==> src/pkg/rtcs_pkg.sv <==
// constants shared by the clock register coupling and trim block
`default_nettype none
package rtcs_pkg;

  // ==========================================================================
  // clock rates
  localparam int unsigned CORE_HZ = 25_000_000;
  localparam int unsigned OSC_HZ = 32_768;
  localparam logic [24:0] TICK_INC = 25'h000_8000;
  localparam logic [24:0] TICK_MOD = 25'h17d_7840;

  // ==========================================================================
  // register addresses on the byte-wide bus
  localparam logic [12:0] ADDR_CTRL = 13'h1ff8;
  localparam logic [12:0] ADDR_SEC = 13'h1ff9;
  localparam logic [12:0] ADDR_MIN = 13'h1ffa;
  localparam logic [12:0] ADDR_HOUR = 13'h1ffb;
  localparam logic [12:0] ADDR_DAY = 13'h1ffc;
  localparam logic [12:0] ADDR_DATE = 13'h1ffd;
  localparam logic [12:0] ADDR_MONTH = 13'h1ffe;
  localparam logic [12:0] ADDR_YEAR = 13'h1fff;

  // register indices (address bits [2:0])
  localparam int unsigned IDX_CTRL = 0;
  localparam int unsigned IDX_SEC = 1;
  localparam int unsigned IDX_DAY = 4;
  localparam int unsigned IDX_YEAR = 7;

  // ==========================================================================
  // field positions
  localparam int unsigned CTRL_LOAD_BIT = 7;
  localparam int unsigned CTRL_SNAP_BIT = 6;
  localparam int unsigned CTRL_SIGN_BIT = 5;
  localparam int unsigned CTRL_MAG_MSB = 4;
  localparam int unsigned OSC_HALT_BIT = 7;
  localparam int unsigned FREQ_TEST_BIT = 6;

  // ==========================================================================
  // reset values (oscillator halted as delivered)
  localparam logic [7:0] CTRL_RST = 8'h00;
  localparam logic [7:0] SEC_RST = 8'h80;
  localparam logic [7:0] TIME_RST = 8'h00;
  localparam logic [7:0] ONE_RST = 8'h01;

  // ==========================================================================
  // bcd ranges and valid-bit masks of the time fields
  localparam logic [7:0] SEC_MAX = 8'h59;
  localparam logic [7:0] HOUR_MAX = 8'h23;
  localparam logic [7:0] DAY_MAX = 8'h07;
  localparam logic [7:0] MONTH_MAX = 8'h12;
  localparam logic [7:0] YEAR_MAX = 8'h99;
  localparam logic [7:0] SEC_MASK = 8'h7f;
  localparam logic [7:0] HOUR_MASK = 8'h3f;
  localparam logic [7:0] DAY_MASK = 8'h07;
  localparam logic [7:0] DATE_MASK = 8'h3f;
  localparam logic [7:0] MONTH_MASK = 8'h1f;
  localparam logic [7:0] YEAR_MASK = 8'hff;

  // ==========================================================================
  // timing counts in oscillator cycles
  localparam logic [15:0] SEC_OSC_CYC = 16'h8000;
  localparam logic [15:0] TRIM_SHORT_CYC = 16'h0080;
  localparam logic [15:0] TRIM_LONG_CYC = 16'h0100;
  localparam logic [4:0] TEST_HALF_LAST = 5'h1f;

endpackage
`default_nettype wire

==> src/logic/rtcs_tick_gen.sv <==
// fractional divider: one-cycle enable at the oscillator rate
`timescale 1ns/10ps
`default_nettype none
module rtcs_tick_gen #(
  parameter logic [24:0] INC = rtcs_pkg::TICK_INC,
  parameter logic [24:0] MOD = rtcs_pkg::TICK_MOD
) (
  // clock and reset
  input wire logic i_clk,
  input wire logic i_rst_n,
  // enable out
  output logic o_tick
);
  logic [24:0] acc_q;
  logic [24:0] acc_d;
  logic [25:0] sum;

  // phase accumulator; jitter of one core cycle is the price of no pll
  always_comb begin
    sum = {1'b0, acc_q} + {1'b0, INC};
    if (sum >= {1'b0, MOD}) begin
      acc_d = 25'(sum - {1'b0, MOD});
      o_tick = 1'b1;
    end else begin
      acc_d = sum[24:0];
      o_tick = 1'b0;
    end
  end

  always_ff @(posedge i_clk or negedge i_rst_n) begin
    if (!i_rst_n) begin
      acc_q <= 25'h000_0000;
    end else begin
      acc_q <= acc_d;
    end
  end
endmodule
`default_nettype wire

==> src/logic/rtcs_bcd_cnt.sv <==
// one bcd time field: loadable, wraps from max back to min
`timescale 1ns/10ps
`default_nettype none
module rtcs_bcd_cnt #(
  parameter logic [7:0] RST_VAL = 8'h00
) (
  // clock and reset
  input wire logic i_clk,
  input wire logic i_rst_n,
  // control
  input wire logic i_inc,
  input wire logic i_load,
  input wire logic [7:0] i_load_val,
  input wire logic [7:0] i_min,
  input wire logic [7:0] i_max,
  // state
  output logic [7:0] o_val,
  output logic o_wrap
);
  logic [7:0] val_q;
  logic [7:0] val_d;

  // load wins over counting so a transfer is never half applied
  always_comb begin
    val_d = val_q;
    o_wrap = i_inc && (val_q >= i_max);
    if (i_load) begin
      val_d = i_load_val;
    end else if (o_wrap) begin
      val_d = i_min;
    end else if (i_inc) begin
      if (val_q[3:0] >= 4'h9) begin
        val_d = {4'(val_q[7:4] + 4'h1), 4'h0};
      end else begin
        val_d = {val_q[7:4], 4'(val_q[3:0] + 4'h1)};
      end
    end
  end

  always_ff @(posedge i_clk or negedge i_rst_n) begin
    if (!i_rst_n) begin
      val_q <= RST_VAL;
    end else begin
      val_q <= val_d;
    end
  end

  assign o_val = val_q;
endmodule
`default_nettype wire

==> src/logic/rtcs_core.sv <==
// real time clock register coupling, oscillator halt, trim and test output
//
// Overview of operation
// - snapshot-halt bit set freezes visible time registers at halt moment.
// - hidden counters keep counting while visible copies are frozen.
// - visible registers refresh in one cycle; a pending refresh completes.
// - after snapshot-halt clears, refresh resumes within one second.
// - load-halt bit also freezes refresh while software writes bcd time.
// - load-halt falling copies all time registers into hidden counters.
// - seconds msb is oscillator halt; writing one stops it anytime.
// - oscillator halt bit is one out of reset.
// - clearing oscillator halt restarts oscillator within one second.
// - 32768 Hz oscillator divided down to one-second ticks.
// - trim adds or removes oscillator counts in the one-second prescaler.
// - control bits 4:0 trim magnitude, bit 5 sign, one is faster.
// - 64 minute cycle; one second per minute shortened 128 or +256.
// - adjusted minutes per cycle equal twice the trim magnitude.
// - each step shifts 256 (faster) or 512 (slower) cycles per 64 minute cycle.
// - frequency-test set and oscillator running: seconds bit 0 at 512 Hz.
// - test output rate independent of trim setting.
`timescale 1ns/10ps
`default_nettype none
module rtcs_core (
  // clock and reset
  input wire logic I_CORE_CLK,
  input wire logic I_NRST,
  // byte-wide bus strobes (asynchronous pins)
  input wire logic I_CE1_N,
  input wire logic I_CE2,
  input wire logic I_OE_N,
  input wire logic I_WE_N,
  // address and data
  input wire logic [12:0] I_ADDR,
  input wire logic [7:0] I_DATA,
  output logic [7:0] O_DATA,
  output logic O_DATA_OE
);

  // ==========================================================================
  // pin synchroniser
  localparam int unsigned SW = 25;
  logic [SW-1:0] pin_raw;
  logic [SW-1:0] sync1_q;
  logic [SW-1:0] sync2_q;

  assign pin_raw = {I_CE1_N, I_CE2, I_OE_N, I_WE_N, I_ADDR, I_DATA};

  // first stage feeds only the second stage
  always_ff @(posedge I_CORE_CLK or negedge I_NRST) begin
    if (!I_NRST) begin
      sync1_q <= 25'h160_0000; // idle strobes: deselected, oe and we high
      sync2_q <= 25'h160_0000;
    end else begin
      sync1_q <= pin_raw;
      sync2_q <= sync1_q;
    end
  end

  logic ce1_n_s;
  logic ce2_s;
  logic oe_n_s;
  logic we_n_s;
  logic [12:0] addr_s;
  logic [7:0] data_s;
  assign {ce1_n_s, ce2_s, oe_n_s, we_n_s, addr_s, data_s} = sync2_q;

  logic sel;
  logic wr_act;
  logic rd_act;
  logic in_map;
  assign sel = !ce1_n_s && ce2_s;
  assign wr_act = sel && !we_n_s;
  assign rd_act = sel && we_n_s && !oe_n_s;
  assign in_map = (addr_s[12:3] == rtcs_pkg::ADDR_CTRL[12:3]);

  // ==========================================================================
  // write capture: commit at the end of the write strobe
  logic wr_q;
  logic wr_d;
  logic [12:0] wa_q;
  logic [12:0] wa_d;
  logic [7:0] wd_q;
  logic [7:0] wd_d;
  logic commit;
  logic [2:0] widx;

  // data is latched while active so the trailing edge sees settled bits
  always_comb begin
    wr_d = wr_act;
    wa_d = wa_q;
    wd_d = wd_q;
    if (wr_act) begin
      wa_d = addr_s;
      wd_d = data_s;
    end
  end

  always_ff @(posedge I_CORE_CLK or negedge I_NRST) begin
    if (!I_NRST) begin
      wr_q <= 1'b0;
      wa_q <= 13'h0000;
      wd_q <= 8'h00;
    end else begin
      wr_q <= wr_d;
      wa_q <= wa_d;
      wd_q <= wd_d;
    end
  end

  assign commit = wr_q && !wr_act
    && (wa_q[12:3] == rtcs_pkg::ADDR_CTRL[12:3]);
  assign widx = wa_q[2:0];

  // ==========================================================================
  // oscillator enable and hidden counters
  logic osc_tick;
  logic osc_stop_q;
  logic osc_en;

  rtcs_tick_gen u_tick (
    .i_clk(I_CORE_CLK),
    .i_rst_n(I_NRST),
    .o_tick(osc_tick)
  );

  assign osc_en = osc_tick && !osc_stop_q;

  logic [7:0] vis_q [8];
  logic [7:0] vis_d [8];
  logic [7:0] hid [8];
  logic [7:0] cnt_min [8];
  logic [7:0] cnt_max [8];
  logic [7:0] cnt_mask [8];
  logic [7:0] cnt_wrap;
  logic [7:0] cnt_inc;
  logic sec_tick;
  logic load_go_q;

  // last date of a month; leap years are bcd multiples of four
  function automatic logic [7:0] month_days(input logic [7:0] mon,
                                            input logic [7:0] yr);
    logic leap;
    if (yr[4]) begin
      leap = (yr[3:0] == 4'h2) || (yr[3:0] == 4'h6);
    end else begin
      leap = (yr[3:0] == 4'h0) || (yr[3:0] == 4'h4) || (yr[3:0] == 4'h8);
    end
    case (mon)
      8'h02: month_days = leap ? 8'h29 : 8'h28;
      8'h04, 8'h06, 8'h09, 8'h11: month_days = 8'h30;
      default: month_days = 8'h31;
    endcase
  endfunction

  // field ranges, index = address bits [2:0]
  always_comb begin
    cnt_min = '{8'h00, 8'h00, 8'h00, 8'h00, 8'h01, 8'h01, 8'h01, 8'h00};
    cnt_max = '{8'h00, rtcs_pkg::SEC_MAX, rtcs_pkg::SEC_MAX,
                rtcs_pkg::HOUR_MAX, rtcs_pkg::DAY_MAX,
                month_days(hid[6], hid[7]), rtcs_pkg::MONTH_MAX,
                rtcs_pkg::YEAR_MAX};
    cnt_mask = '{8'h00, rtcs_pkg::SEC_MASK, rtcs_pkg::SEC_MASK,
                 rtcs_pkg::HOUR_MASK, rtcs_pkg::DAY_MASK,
                 rtcs_pkg::DATE_MASK, rtcs_pkg::MONTH_MASK,
                 rtcs_pkg::YEAR_MASK};
    // carry chain: day of week and date both step at midnight
    cnt_inc = {cnt_wrap[6], cnt_wrap[5], cnt_wrap[3], cnt_wrap[3],
               cnt_wrap[2], cnt_wrap[1], sec_tick, 1'b0};
  end

  assign hid[0] = 8'h00;
  assign cnt_wrap[0] = 1'b0;

  // hidden counters run regardless of the visible copies
  genvar gi;
  generate
    for (gi = 1; gi < 8; gi++) begin : g_cnt
      rtcs_bcd_cnt #(
        .RST_VAL(gi == 1 ? rtcs_pkg::TIME_RST : (gi >= 4 && gi <= 6)
                 ? rtcs_pkg::ONE_RST : rtcs_pkg::TIME_RST)
      ) u_cnt (
        .i_clk(I_CORE_CLK),
        .i_rst_n(I_NRST),
        .i_inc(cnt_inc[gi]),
        .i_load(load_go_q),
        .i_load_val(vis_q[gi] & cnt_mask[gi]),
        .i_min(cnt_min[gi]),
        .i_max(cnt_max[gi]),
        .o_val(hid[gi]),
        .o_wrap(cnt_wrap[gi])
      );
    end
  endgenerate

  // ==========================================================================
  // prescaler with trim, and the free test divider
  logic [15:0] presc_q;
  logic [15:0] presc_d;
  logic [5:0] trim_min_q;
  logic [5:0] trim_min_d;
  logic [4:0] test_div_q;
  logic [4:0] test_div_d;
  logic test_out_q;
  logic test_out_d;
  logic [15:0] sec_len;
  logic trim_now;
  logic [4:0] trim_mag;

  assign trim_mag = vis_q[0][rtcs_pkg::CTRL_MAG_MSB:0];

  // first second of each of the first 2*mag minutes is adjusted
  always_comb begin
    trim_now = (hid[1] == 8'h00)
      && (trim_min_q < {trim_mag, 1'b0});
    if (!trim_now) begin
      sec_len = rtcs_pkg::SEC_OSC_CYC;
    end else if (vis_q[0][rtcs_pkg::CTRL_SIGN_BIT]) begin
      sec_len = rtcs_pkg::SEC_OSC_CYC - rtcs_pkg::TRIM_SHORT_CYC;
    end else begin
      sec_len = rtcs_pkg::SEC_OSC_CYC + rtcs_pkg::TRIM_LONG_CYC;
    end
    sec_tick = osc_en && (presc_q >= 16'(sec_len - 16'h0001));
    presc_d = presc_q;
    trim_min_d = trim_min_q;
    if (load_go_q) begin
      presc_d = 16'h0000;
    end else if (sec_tick) begin
      presc_d = 16'h0000;
    end else if (osc_en) begin
      presc_d = 16'(presc_q + 16'h0001);
    end
    // 6-bit count wraps by itself every 64 minutes
    if (cnt_wrap[1]) begin
      trim_min_d = 6'(trim_min_q + 6'h01);
    end
    // test divider never sees the trim, so its rate stays fixed
    test_div_d = test_div_q;
    test_out_d = test_out_q;
    if (osc_en) begin
      test_div_d = 5'(test_div_q + 5'h01);
      if (test_div_q == rtcs_pkg::TEST_HALF_LAST) begin
        test_out_d = !test_out_q;
      end
    end
  end

  always_ff @(posedge I_CORE_CLK or negedge I_NRST) begin
    if (!I_NRST) begin
      presc_q <= 16'h0000;
      trim_min_q <= 6'h00;
      test_div_q <= 5'h00;
      test_out_q <= 1'b0;
    end else begin
      presc_q <= presc_d;
      trim_min_q <= trim_min_d;
      test_div_q <= test_div_d;
      test_out_q <= test_out_d;
    end
  end

  // ==========================================================================
  // visible registers, control, oscillator halt and test select
  logic sec_tick_q;
  logic freq_test_bit_q;
  logic freq_test_bit_d;
  logic osc_stop_d;
  logic load_go_d;
  logic halted;

  assign halted = vis_q[0][rtcs_pkg::CTRL_SNAP_BIT]
    || vis_q[0][rtcs_pkg::CTRL_LOAD_BIT];

  always_comb begin
    vis_d = vis_q;
    osc_stop_d = osc_stop_q;
    freq_test_bit_d = freq_test_bit_q;
    load_go_d = 1'b0;
    // refresh uses the halt state from before any same-cycle write,
    // so a refresh already under way always lands whole
    if (sec_tick_q && !halted) begin
      for (int i = 1; i < 8; i++) begin
        vis_d[i] = hid[i];
      end
      vis_d[rtcs_pkg::IDX_DAY][rtcs_pkg::FREQ_TEST_BIT] = freq_test_bit_q;
    end
    // host writes only touch the copies
    if (commit) begin
      vis_d[widx] = wd_q;
      if (widx == rtcs_pkg::ADDR_SEC[2:0]) begin
        osc_stop_d = wd_q[rtcs_pkg::OSC_HALT_BIT];
      end
      if (widx == rtcs_pkg::ADDR_CTRL[2:0]
          && vis_q[0][rtcs_pkg::CTRL_LOAD_BIT]
          && !wd_q[rtcs_pkg::CTRL_LOAD_BIT]) begin
        load_go_d = 1'b1;
      end
    end
    // test select is taken only on the load transfer
    if (load_go_q) begin
      freq_test_bit_d =
        vis_q[rtcs_pkg::IDX_DAY][rtcs_pkg::FREQ_TEST_BIT];
    end
  end

  always_ff @(posedge I_CORE_CLK or negedge I_NRST) begin
    if (!I_NRST) begin
      vis_q <= '{rtcs_pkg::CTRL_RST, rtcs_pkg::SEC_RST,
                 rtcs_pkg::TIME_RST, rtcs_pkg::TIME_RST, rtcs_pkg::ONE_RST,
                 rtcs_pkg::ONE_RST, rtcs_pkg::ONE_RST, rtcs_pkg::TIME_RST};
      osc_stop_q <= 1'b1;
      freq_test_bit_q <= 1'b0;
      load_go_q <= 1'b0;
      sec_tick_q <= 1'b0;
    end else begin
      vis_q <= vis_d;
      osc_stop_q <= osc_stop_d;
      freq_test_bit_q <= freq_test_bit_d;
      load_go_q <= load_go_d;
      sec_tick_q <= sec_tick;
    end
  end

  // ==========================================================================
  // read path; addresses outside the clock window leave the bus alone
  logic [7:0] rdata_d;
  logic [7:0] rdata_q;
  logic roe_d;
  logic roe_q;

  // seconds bit 0 is live test output for an extended read
  always_comb begin
    rdata_d = vis_q[addr_s[2:0]];
    if (addr_s[2:0] == rtcs_pkg::ADDR_SEC[2:0]) begin
      rdata_d[rtcs_pkg::OSC_HALT_BIT] = osc_stop_q;
      if (freq_test_bit_q) begin
        rdata_d[0] = test_out_q;
      end
    end
    roe_d = rd_act && in_map;
  end

  always_ff @(posedge I_CORE_CLK or negedge I_NRST) begin
    if (!I_NRST) begin
      rdata_q <= 8'h00;
      roe_q <= 1'b0;
    end else begin
      rdata_q <= rdata_d;
      roe_q <= roe_d;
    end
  end

  assign O_DATA = rdata_q;
  assign O_DATA_OE = roe_q;
endmodule
`default_nettype wire

==> config.mk <==
export PLATFORM = sky130hd
export DESIGN_NAME = rtcs_core
export DESIGN_NICKNAME = d
export VERILOG_FILES = /design/src/pkg/rtcs_pkg.sv /design/src/logic/rtcs_tick_gen.sv /design/src/logic/rtcs_bcd_cnt.sv /design/src/logic/rtcs_core.sv
export SDC_FILE = /design/constraint.sdc
export NUM_CORES = 1
export LEC_CHECK = 0
export ABC_CLOCK_PERIOD_IN_PS = 4000
export BUFFER_PORTS_ARGS = -buffer_cell sky130_fd_sc_hd__buf_2
export CAP_MARGIN = 0
export CORE_ASPECT_RATIO = 0.5
export CORE_UTILIZATION = 60
export DETAILED_ROUTE_END_ITERATION = 16
export HOLD_SLACK_MARGIN = 0.06
export PLACE_DENSITY = 0.85
export SLEW_MARGIN = 20
export SYNTH_ARGS = -nofsm -noshare
export SYNTH_HDL_FRONTEND = slang
export SYNTH_SLANG_ARGS = --single-unit
export TNS_END_PERCENT = 100
==> constraint.sdc <==
create_clock -name I_CORE_CLK -period 4 [get_ports I_CORE_CLK]
set_input_delay 0.8 -clock I_CORE_CLK [delete_from_list [all_inputs] [get_ports I_CORE_CLK]]
set_output_delay 0.8 -clock I_CORE_CLK [all_outputs]
set_load 0.1 [all_outputs]
==> impl_results.md, run 1 <==
- PortBufs: 35
- Switching Fraction: 22.49%
- Largest family of logic cells by synthesized area: simple AND/OR/NAND/NOR gates
- Mux contribution to synthesized area: 10.99%
- Avg WL per Cell: 20.60 um
- Number of flops mapped to enable cells by yosys: 0
- Most common cell after layout, fill and taps aside: dfrtp_1
- All-Layer GR Usage: 29.38%
- Pint: 3.994 mW
- Buf/Inv on CP: 1
- Tightest Pin Transition: 1.002 ns
- Worst path cell trace: ha_1 > a21o_1 > a21oi_1 > nor2b_1 > o21ai_0 > nand4_1 > ha_1 > o2111ai_1 > a211oi_1 > a211o_1 > nand4_1 > buf_4 > nor3b_1 > o31ai_1 > mux2_2
- DP HPWL: 20,850 um
- Arrival @ worst endpoint: roughly 4.2 ns
- CTS tree: yes
- Layout Nets: 1,331
- Clock power share: 44.6%
- Clk_lat worst skew: 0.53 ns
- Post-route DRC: 0
- Critical path class: reg -> reg
- Critical Path Start Type: flip-flop
- Status: completed
- Critical path's top delay family: compound AO/OA/AOI/OAI gates
- Setup Total Neg Slack: 0 ns
- Fmax achieved: 260.2 MHz
- RD Place Congestion: around 0.95
- Crit path max fanout: 4
- Pre-antenna DRT Iters: 5
- Die Wd: roughly 210 um
- First-pass GRT wire length: 51,120 um
- Cells after synthesis: 1,220
- Clock Tree Root: clkbuf_16
- CP Depth: 15
- Final setup vio count: 0
- Compound-gate portion of the synthesized area: approximately an eighth
- Simple-gate share of the synthesized area: 14.83%
- Largest cells by area after synthesis: dfrtp_1 (47%), ha_1 (6.4%), a21oi_1 (4.4%), mux2i_1 (4.4%), mux2_2 (3.8%)
- Setup Skew: 0.01690 ns
- YS warnings: 0
- Net switching power: 1.159 mW
- Sequential group share of total power: between 50 and 60%
- Core area: 20,690 um^2
- Layout cells sized above 1: 15.61%
- Initial core utilization: 61.76%
- Worst r2r path cells: 15
- Post-CTS resize count: 0
- Vias in the first global route: 9,932
- Post-layout min period: 3.843 ns
- Mean Syn Cell Area: 10.48 um^2
- Post-synth cell types: 79
- Final Hold Slack: 0.3471 ns
- Syn-to-layout area delta: 9.937%
- Setup slack after layout: 0.1567 ns
- Pwr dens: roughly 370 nW/um^2
- Peak VDD IR: around 0.00039 V
- Max Root-Sink Buffers: 3
- Vias after detailed routing: approximately 10,000
- GRT overflow: 0
- Register area share after synthesis: 49.27%
- ANT cells: 0
- Synth Area in Adders: 6.363%
- Final hold violation count: 0
- Hold WC Path Type: in -> async
- # hold bufs at CTS: 0
- Antenna violations before repair: 1
- Worst slew margin relative to its limit: 33.23%
- Yosys top cell by area: dfrtp_1
- Row Count: 37
- Clk slew on worst S/H paths: about 0.06 ns
- CTS buffer count: 23
- Crit path required time: about 4.4 ns
- DP Worst Slack: 0.1975 ns
- Largest net degree at the start of global routing: 129
- Slowest stage delay, CP: 0.42 ns
- Worst path slowest cell: dfrtp_1
- Setup repair bufs after CTS: 0
- RSZ-0062 raised after global routing: yes
- Die area: approximately 22,000 um^2
- Post-synth top flop: dfrtp_1
- Htree depth: 1
- Iter 0 DRT Violations: 1,050
- Leak: 6.173 nW
- Combinational power share: 2.6%
- I/O pins: 36
- Final ANT Viol Nets: 0
- Finished Layout Cells: 1,529
- Flops & latches, synth: around 250
- Crit path capture type: flip-flop
- Syn nets: 1,312
- Final Cycle Share: between 90 and 100%
- Total Wirelength: 31,500 um
- Max-slew violations: 0
- Synth async-reset ratio: between 90% and 100%
- Synth top area share: a little under half
- Xor and xnor area share after synthesis: under 10%
- Most frequent cells in the layout: dfrtp_1 (237), a21oi_1 (112), nor2_1 (108)
- Vias per std cell: 6.498
- Max cap viols: 0
- Clock sinks: 251
- Die Span Y: 105.2 um
- Syn Std Cell Area: 12,780 um^2
- Post-Place Cells: 1,487
through the flow:
step                      utilization [%]  power [mW]  area [um^2]
after floorplan                         -       2.773        12780
final                               67.90       5.153        14050
after global placement              64.03       2.887        13250
after detailed placement            64.03       2.897        13250
after CTS                           67.83       5.157        14040
after global routing                67.90       5.288        14050
layout make-up:
cell class,count,area (um^2)
inverter,51,191.4
sequential,251,6299
fill,1381,6643
tap,273,341.6
clock inverter,12,143.9
clock buffer,30,641.9
multi-input combinational,856,6066
timing repair buffer,56,367.9
routing by layer:
| layer | up-vias | track usage, % | wire (um) |
|---|---|---|---|
| li1 | 4406 | - | - |
| met1 | 4913 | 39.23 | 12680 |
| met2 | 500 | 47.18 | 14970 |
| met3 | 115 | 5.591 | 2561 |
| met4 | 2 | 12.96 | 1224 |
| met5 | - | 0 | 62 |
state kept, by name, indices dropped and copies added, names as in the netlist, 8 cells and up:
signal / cells
u_tick.acc_q: 19
presc_q: 16
O_DATA: 8
wd_q: 8
sync2_q: 25
sync1_q: 25
vis_q: 58
wa_q: 13
g_cnt.u_cnt.o_val: 56
synthesized netlist by cell type (4+ instances only):
cell type  instances
mux2_2            43
nor3_1            21
or3_1              7
a2bb2oi_1         12
a41oi_1            5
a21o_1             4
dfrtp_1          238
and3_1            18
or2_2              4
o21ai_0           58
xor2_1             7
and2_1             7
mux2i_1           56
nand4b_1          11
a211oi_1           7
a31oi_1           12
nand4_1           18
nor3b_1            7
dfstp_2           13
inv_1             50
xnor2_1           24
o31ai_1            5
nand2_1          102
buf_2              6
nand2b_1           7
nor4_1             8
nand3_1           30
mux4_2            16
nor2_1           108
o311ai_0           4
buf_1             13
clkbuf_1          41
a21boi_0           4
nor2b_1           10
ha_1              65
a21oi_1          112
cell families after synthesis:
group | after synthesis
flip-flops | 251
AO/OA/AOI/OAI | 266
XOR/XNOR | 31
buffers and inverters | 113
AND/OR/NAND/NOR | 379
adder cells (fa/ha/maj) | 65
multiplexers | 115
power groups by stage:
stage | registers (mW) | clock network (mW) | logic [mW]
3_5_place_dp | 2.76 | 0 | 0.136
3_3_place_gp | 2.76 | 0 | 0.129
2_1_floorplan | 2.68 | 0 | 0.0971
6_report | 2.72 | 2.30 | 0.133
4_1_cts | 2.72 | 2.30 | 0.137
5_1_grt | 2.72 | 2.41 | 0.150
final timing paths:
kind | to | start | slack, ns
setup / recovery | g_cnt[7].u_cnt.o_val[4]$_DFFE_PN0P_ | trim_min_q[2]$_DFFE_PN0N_ | 0.16
hold / removal | presc_q[3]$_DFFE_PN0P_ | I_NRST | 0.35
setup reg to reg | g_cnt[7].u_cnt.o_val[4]$_DFFE_PN0P_ | trim_min_q[2]$_DFFE_PN0N_ | 0.16
hold reg to reg | sync2_q[6]$_DFF_PN0_ | sync1_q[6]$_DFF_PN0_ | 0.35
max in group asynchronous | g_cnt[5].u_cnt.o_val[0]$_DFFE_PN1P_ | I_NRST | 2.70
min in group I_CORE_CLK | sync2_q[6]$_DFF_PN0_ | sync1_q[6]$_DFF_PN0_ | 0.35
Power figures use the tool's default switching activity.
==> run 2: changes to the inputs <==
--- a/config.mk
+++ b/config.mk
@@ -9,6 +9,7 @@
 export BUFFER_PORTS_ARGS = -buffer_cell sky130_fd_sc_hd__buf_2
 export CAP_MARGIN = 0
 export CORE_ASPECT_RATIO = 0.5
+export CORE_MARGIN = 2
 export CORE_UTILIZATION = 60
 export DETAILED_ROUTE_END_ITERATION = 16
 export HOLD_SLACK_MARGIN = 0.06
==> run 2 against run 1 <==
Effect of this change:
- hold slack got worse by 0.00088 ns
- clock skew fell by 0.0058 ns
- count of clock-buffer cells in the layout fell by 1
- first-iteration DRC count fell by 18%
==> impl_results.md, run 2 (same netlist as run 1, synthesis figures left out) <==
- Status: completed (unchanged)
- CTS buffer count: 23 (unchanged)
- Worst r2r path cells: 16 (was 15)
- Syn-to-layout area delta: 10.91% (was 9.937%)
- GRT overflow: 0 (unchanged)
- Tightest Pin Transition: 1.117 ns (was 1.002 ns)
- Clock sinks: 251 (unchanged)
- Layout cells sized above 1: 16.46% (was 15.61%)
- Initial core utilization: 61.63% (was 61.76%)
- Fillers: 1,408 (was 1,381)
- Crit path max fanout: 10 (was 4)
- Critical Path Start Type: flip-flop (unchanged)
- Buf/Inv on CP: 3 (was 1)
- Slowest stage delay, CP: 0.47 ns (was 0.42 ns)
- First-pass GRT wire length: 51,810 um (was 51,120 um)
- Antenna violations before repair: 1 (unchanged)
- # hold bufs at CTS: 0 (unchanged)
- Worst path cell trace: ha_1 > a21o_1 > a21oi_1 > nor2b_1 > o21ai_1 > nand4_1 > buf_4 > inv_2 > ha_1 > o21ai_0 > a211oi_2 > a211oi_2 > buf_6 > or3_4 > nor4_4 > a221o_1 (was ha_1 > a21o_1 > a21oi_1 > nor2b_1 > o21ai_0 > nand4_1 > ha_1 > o2111ai_1 > a211oi_1 > a211o_1 > nand4_1 > buf_4 > nor3b_1 > o31ai_1 > mux2_2)
- Avg WL per Cell: 20.69 um (was 20.60 um)
- Core area: 20,740 um^2 (was 20,690 um^2)
- FF/Latch Area: 6299 um^2 (unchanged)
- Layout Nets: 1,339 (was 1,331)
- Area of the multi-input gates: 6077 um^2 (was 6066 um^2)
- Final Cycle Share: 97.27% (was 96.08%)
- Most common cell after layout, fill and taps aside: dfrtp_1 (unchanged)
- Critical path's top delay family: compound AO/OA/AOI/OAI gates (unchanged)
- Crit path required time: 4.45 ns (was 4.40 ns)
- Die area: 22,560 um^2 (was 21,930 um^2)
- Vias after detailed routing: 9,928 (was 9,936)
- Row Count: 37 (unchanged)
- Arrival @ worst endpoint: 4.34 ns (was 4.24 ns)
- CTS tree: yes (unchanged)
- Most flop-heavy register: vis_q (unchanged)
- Total Wirelength: 31,810 um (was 31,500 um)
- All-Layer GR Usage: 29.12% (was 29.38%)
- Largest net degree at the start of global routing: 122 (was 129)
- PortBufs: 35 (unchanged)
- Setup slack after layout: 0.1092 ns (was 0.1567 ns)
- Setup Skew: 0.01108 ns (was 0.01690 ns)
- DP Worst Slack: -0.001628 ns (was 0.1975 ns)
- ANT cells: 0 (unchanged)
- Max-slew violations: 0 (unchanged)
- Finished Layout Cells: 1,537 (was 1,529)
- Crit path capture type: flip-flop (unchanged)
- Final hold violation count: 0 (unchanged)
- Post-route DRC: 0 (unchanged)
- Clk_lat worst skew: 0.52 ns (was 0.53 ns)
- Clk slew on worst S/H paths: 0.07 ns (was 0.06 ns)
- Vias per std cell: 6.459 (was 6.498)
- Vias in the first global route: 9,954 (was 9,932)
- Hold WC Path Type: in -> async (unchanged)
- Die Span Y: 107.2 um (was 105.2 um)
- Max cap viols: 0 (unchanged)
- Most frequent cells in the layout: dfrtp_1 (237), a21oi_1 (111), nor2_1 (108) (was dfrtp_1 (237), a21oi_1 (112), nor2_1 (108))
- Final setup vio count: 0 (unchanged)
- Max FFs per register: 58 (unchanged)
- Max Root-Sink Buffers: 3 (unchanged)
- Fmax achieved: 257.0 MHz (was 260.2 MHz)
- I/O pins: 36 (unchanged)
- CP Depth: 16 (was 15)
- DP HPWL: 21,550 um (was 20,850 um)
- Peak VDD IR: 0.0004484 V (was 0.0003870 V)
- RD Place Congestion: 0.8918 (was 0.9470)
- Critical path class: reg -> reg (unchanged)
- Post-Place Cells: 1,492 (was 1,487)
- Post-layout min period: 3.891 ns (was 3.843 ns)
- Die Wd: 210.4 um (was 208.4 um)
- Htree depth: 1 (unchanged)
- Iter 0 DRT Violations: 857 (was 1,050)
- Pre-antenna DRT Iters: 5 (unchanged)
- Final ANT Viol Nets: 0 (unchanged)
- Pwr dens: 370.5 nW/um^2 (was 366.7 nW/um^2)
- Clock Tree Root: clkbuf_16 (unchanged)
- Final Hold Slack: 0.3462 ns (was 0.3471 ns)
- Worst slew margin relative to its limit: 25.22% (was 33.23%)
- Worst path slowest cell: or3_4 (was dfrtp_1)
- Leak: 6.220 nW (was 6.173 nW)
run 2: timing repair:
action	4_1_cts	5_1_grt
endpoints found under the setup margin	2	56
resized for setup	1	9
pin swaps	0	3
buffers inserted	0	3
run 2: final timing paths:
kind                                      startpoint  slack, ns                                  end
max in group asynchronous                     I_NRST       2.66                vis_q[61]$_DFFE_PN0P_
min in group I_CORE_CLK        sync1_q[13]$_DFF_PN0_       0.35                sync2_q[13]$_DFF_PN0_
hold reg to reg                sync1_q[13]$_DFF_PN0_       0.35                sync2_q[13]$_DFF_PN0_
setup reg to reg           trim_min_q[2]$_DFFE_PN0N_       0.11  g_cnt[2].u_cnt.o_val[5]$_DFFE_PN0P_
setup / recovery           trim_min_q[2]$_DFFE_PN0N_       0.11  g_cnt[2].u_cnt.o_val[5]$_DFFE_PN0P_
hold / removal                                I_NRST       0.35                sync2_q[11]$_DFF_PN0_
run 2: final cells by class:
| class | count | area share, % |
|---|---|---|
| flip-flops and latches | 251 | 44.43 |
| multi-input cells | 856 | 42.87 |
| clock buffers | 29 | 4.502 |
| repair buffers | 64 | 3.160 |
| well taps | 273 | 2.410 |
| inverters | 51 | 1.351 |
| clock inverters | 13 | 1.271 |
run 2: metrics by stage:
stage,setup TNS (ns),util (%),power (mW),area (um^2)
after floorplan,0,-,2.773,12780
after global placement,0,64.13,2.886,13300
final,0,68.35,5.252,14170
after CTS,0,68.10,5.266,14120
after global routing,-0.07623,68.35,5.397,14170
after detailed placement,-0.001628,64.13,2.897,13300
run 2: layer usage:
layer / wire length (um) / track usage (%) / up-vias
met5: 13 / 0 / -
li1: - / - / 4417
met1: 12520 / 37.98 / 4867
met4: 1284 / 11.62 / 2
met3: 3288 / 7.147 / 117
met2: 14700 / 47.47 / 525
run 2: power by group:
group | switching (mW) | total, mW | internal, mW
registers | 0.117 | 2.72 | 2.60
clock network | 0.999 | 2.40 | 1.40
logic | 0.0738 | 0.134 | 0.0599
total | 1.19 | 5.25 | 4.06
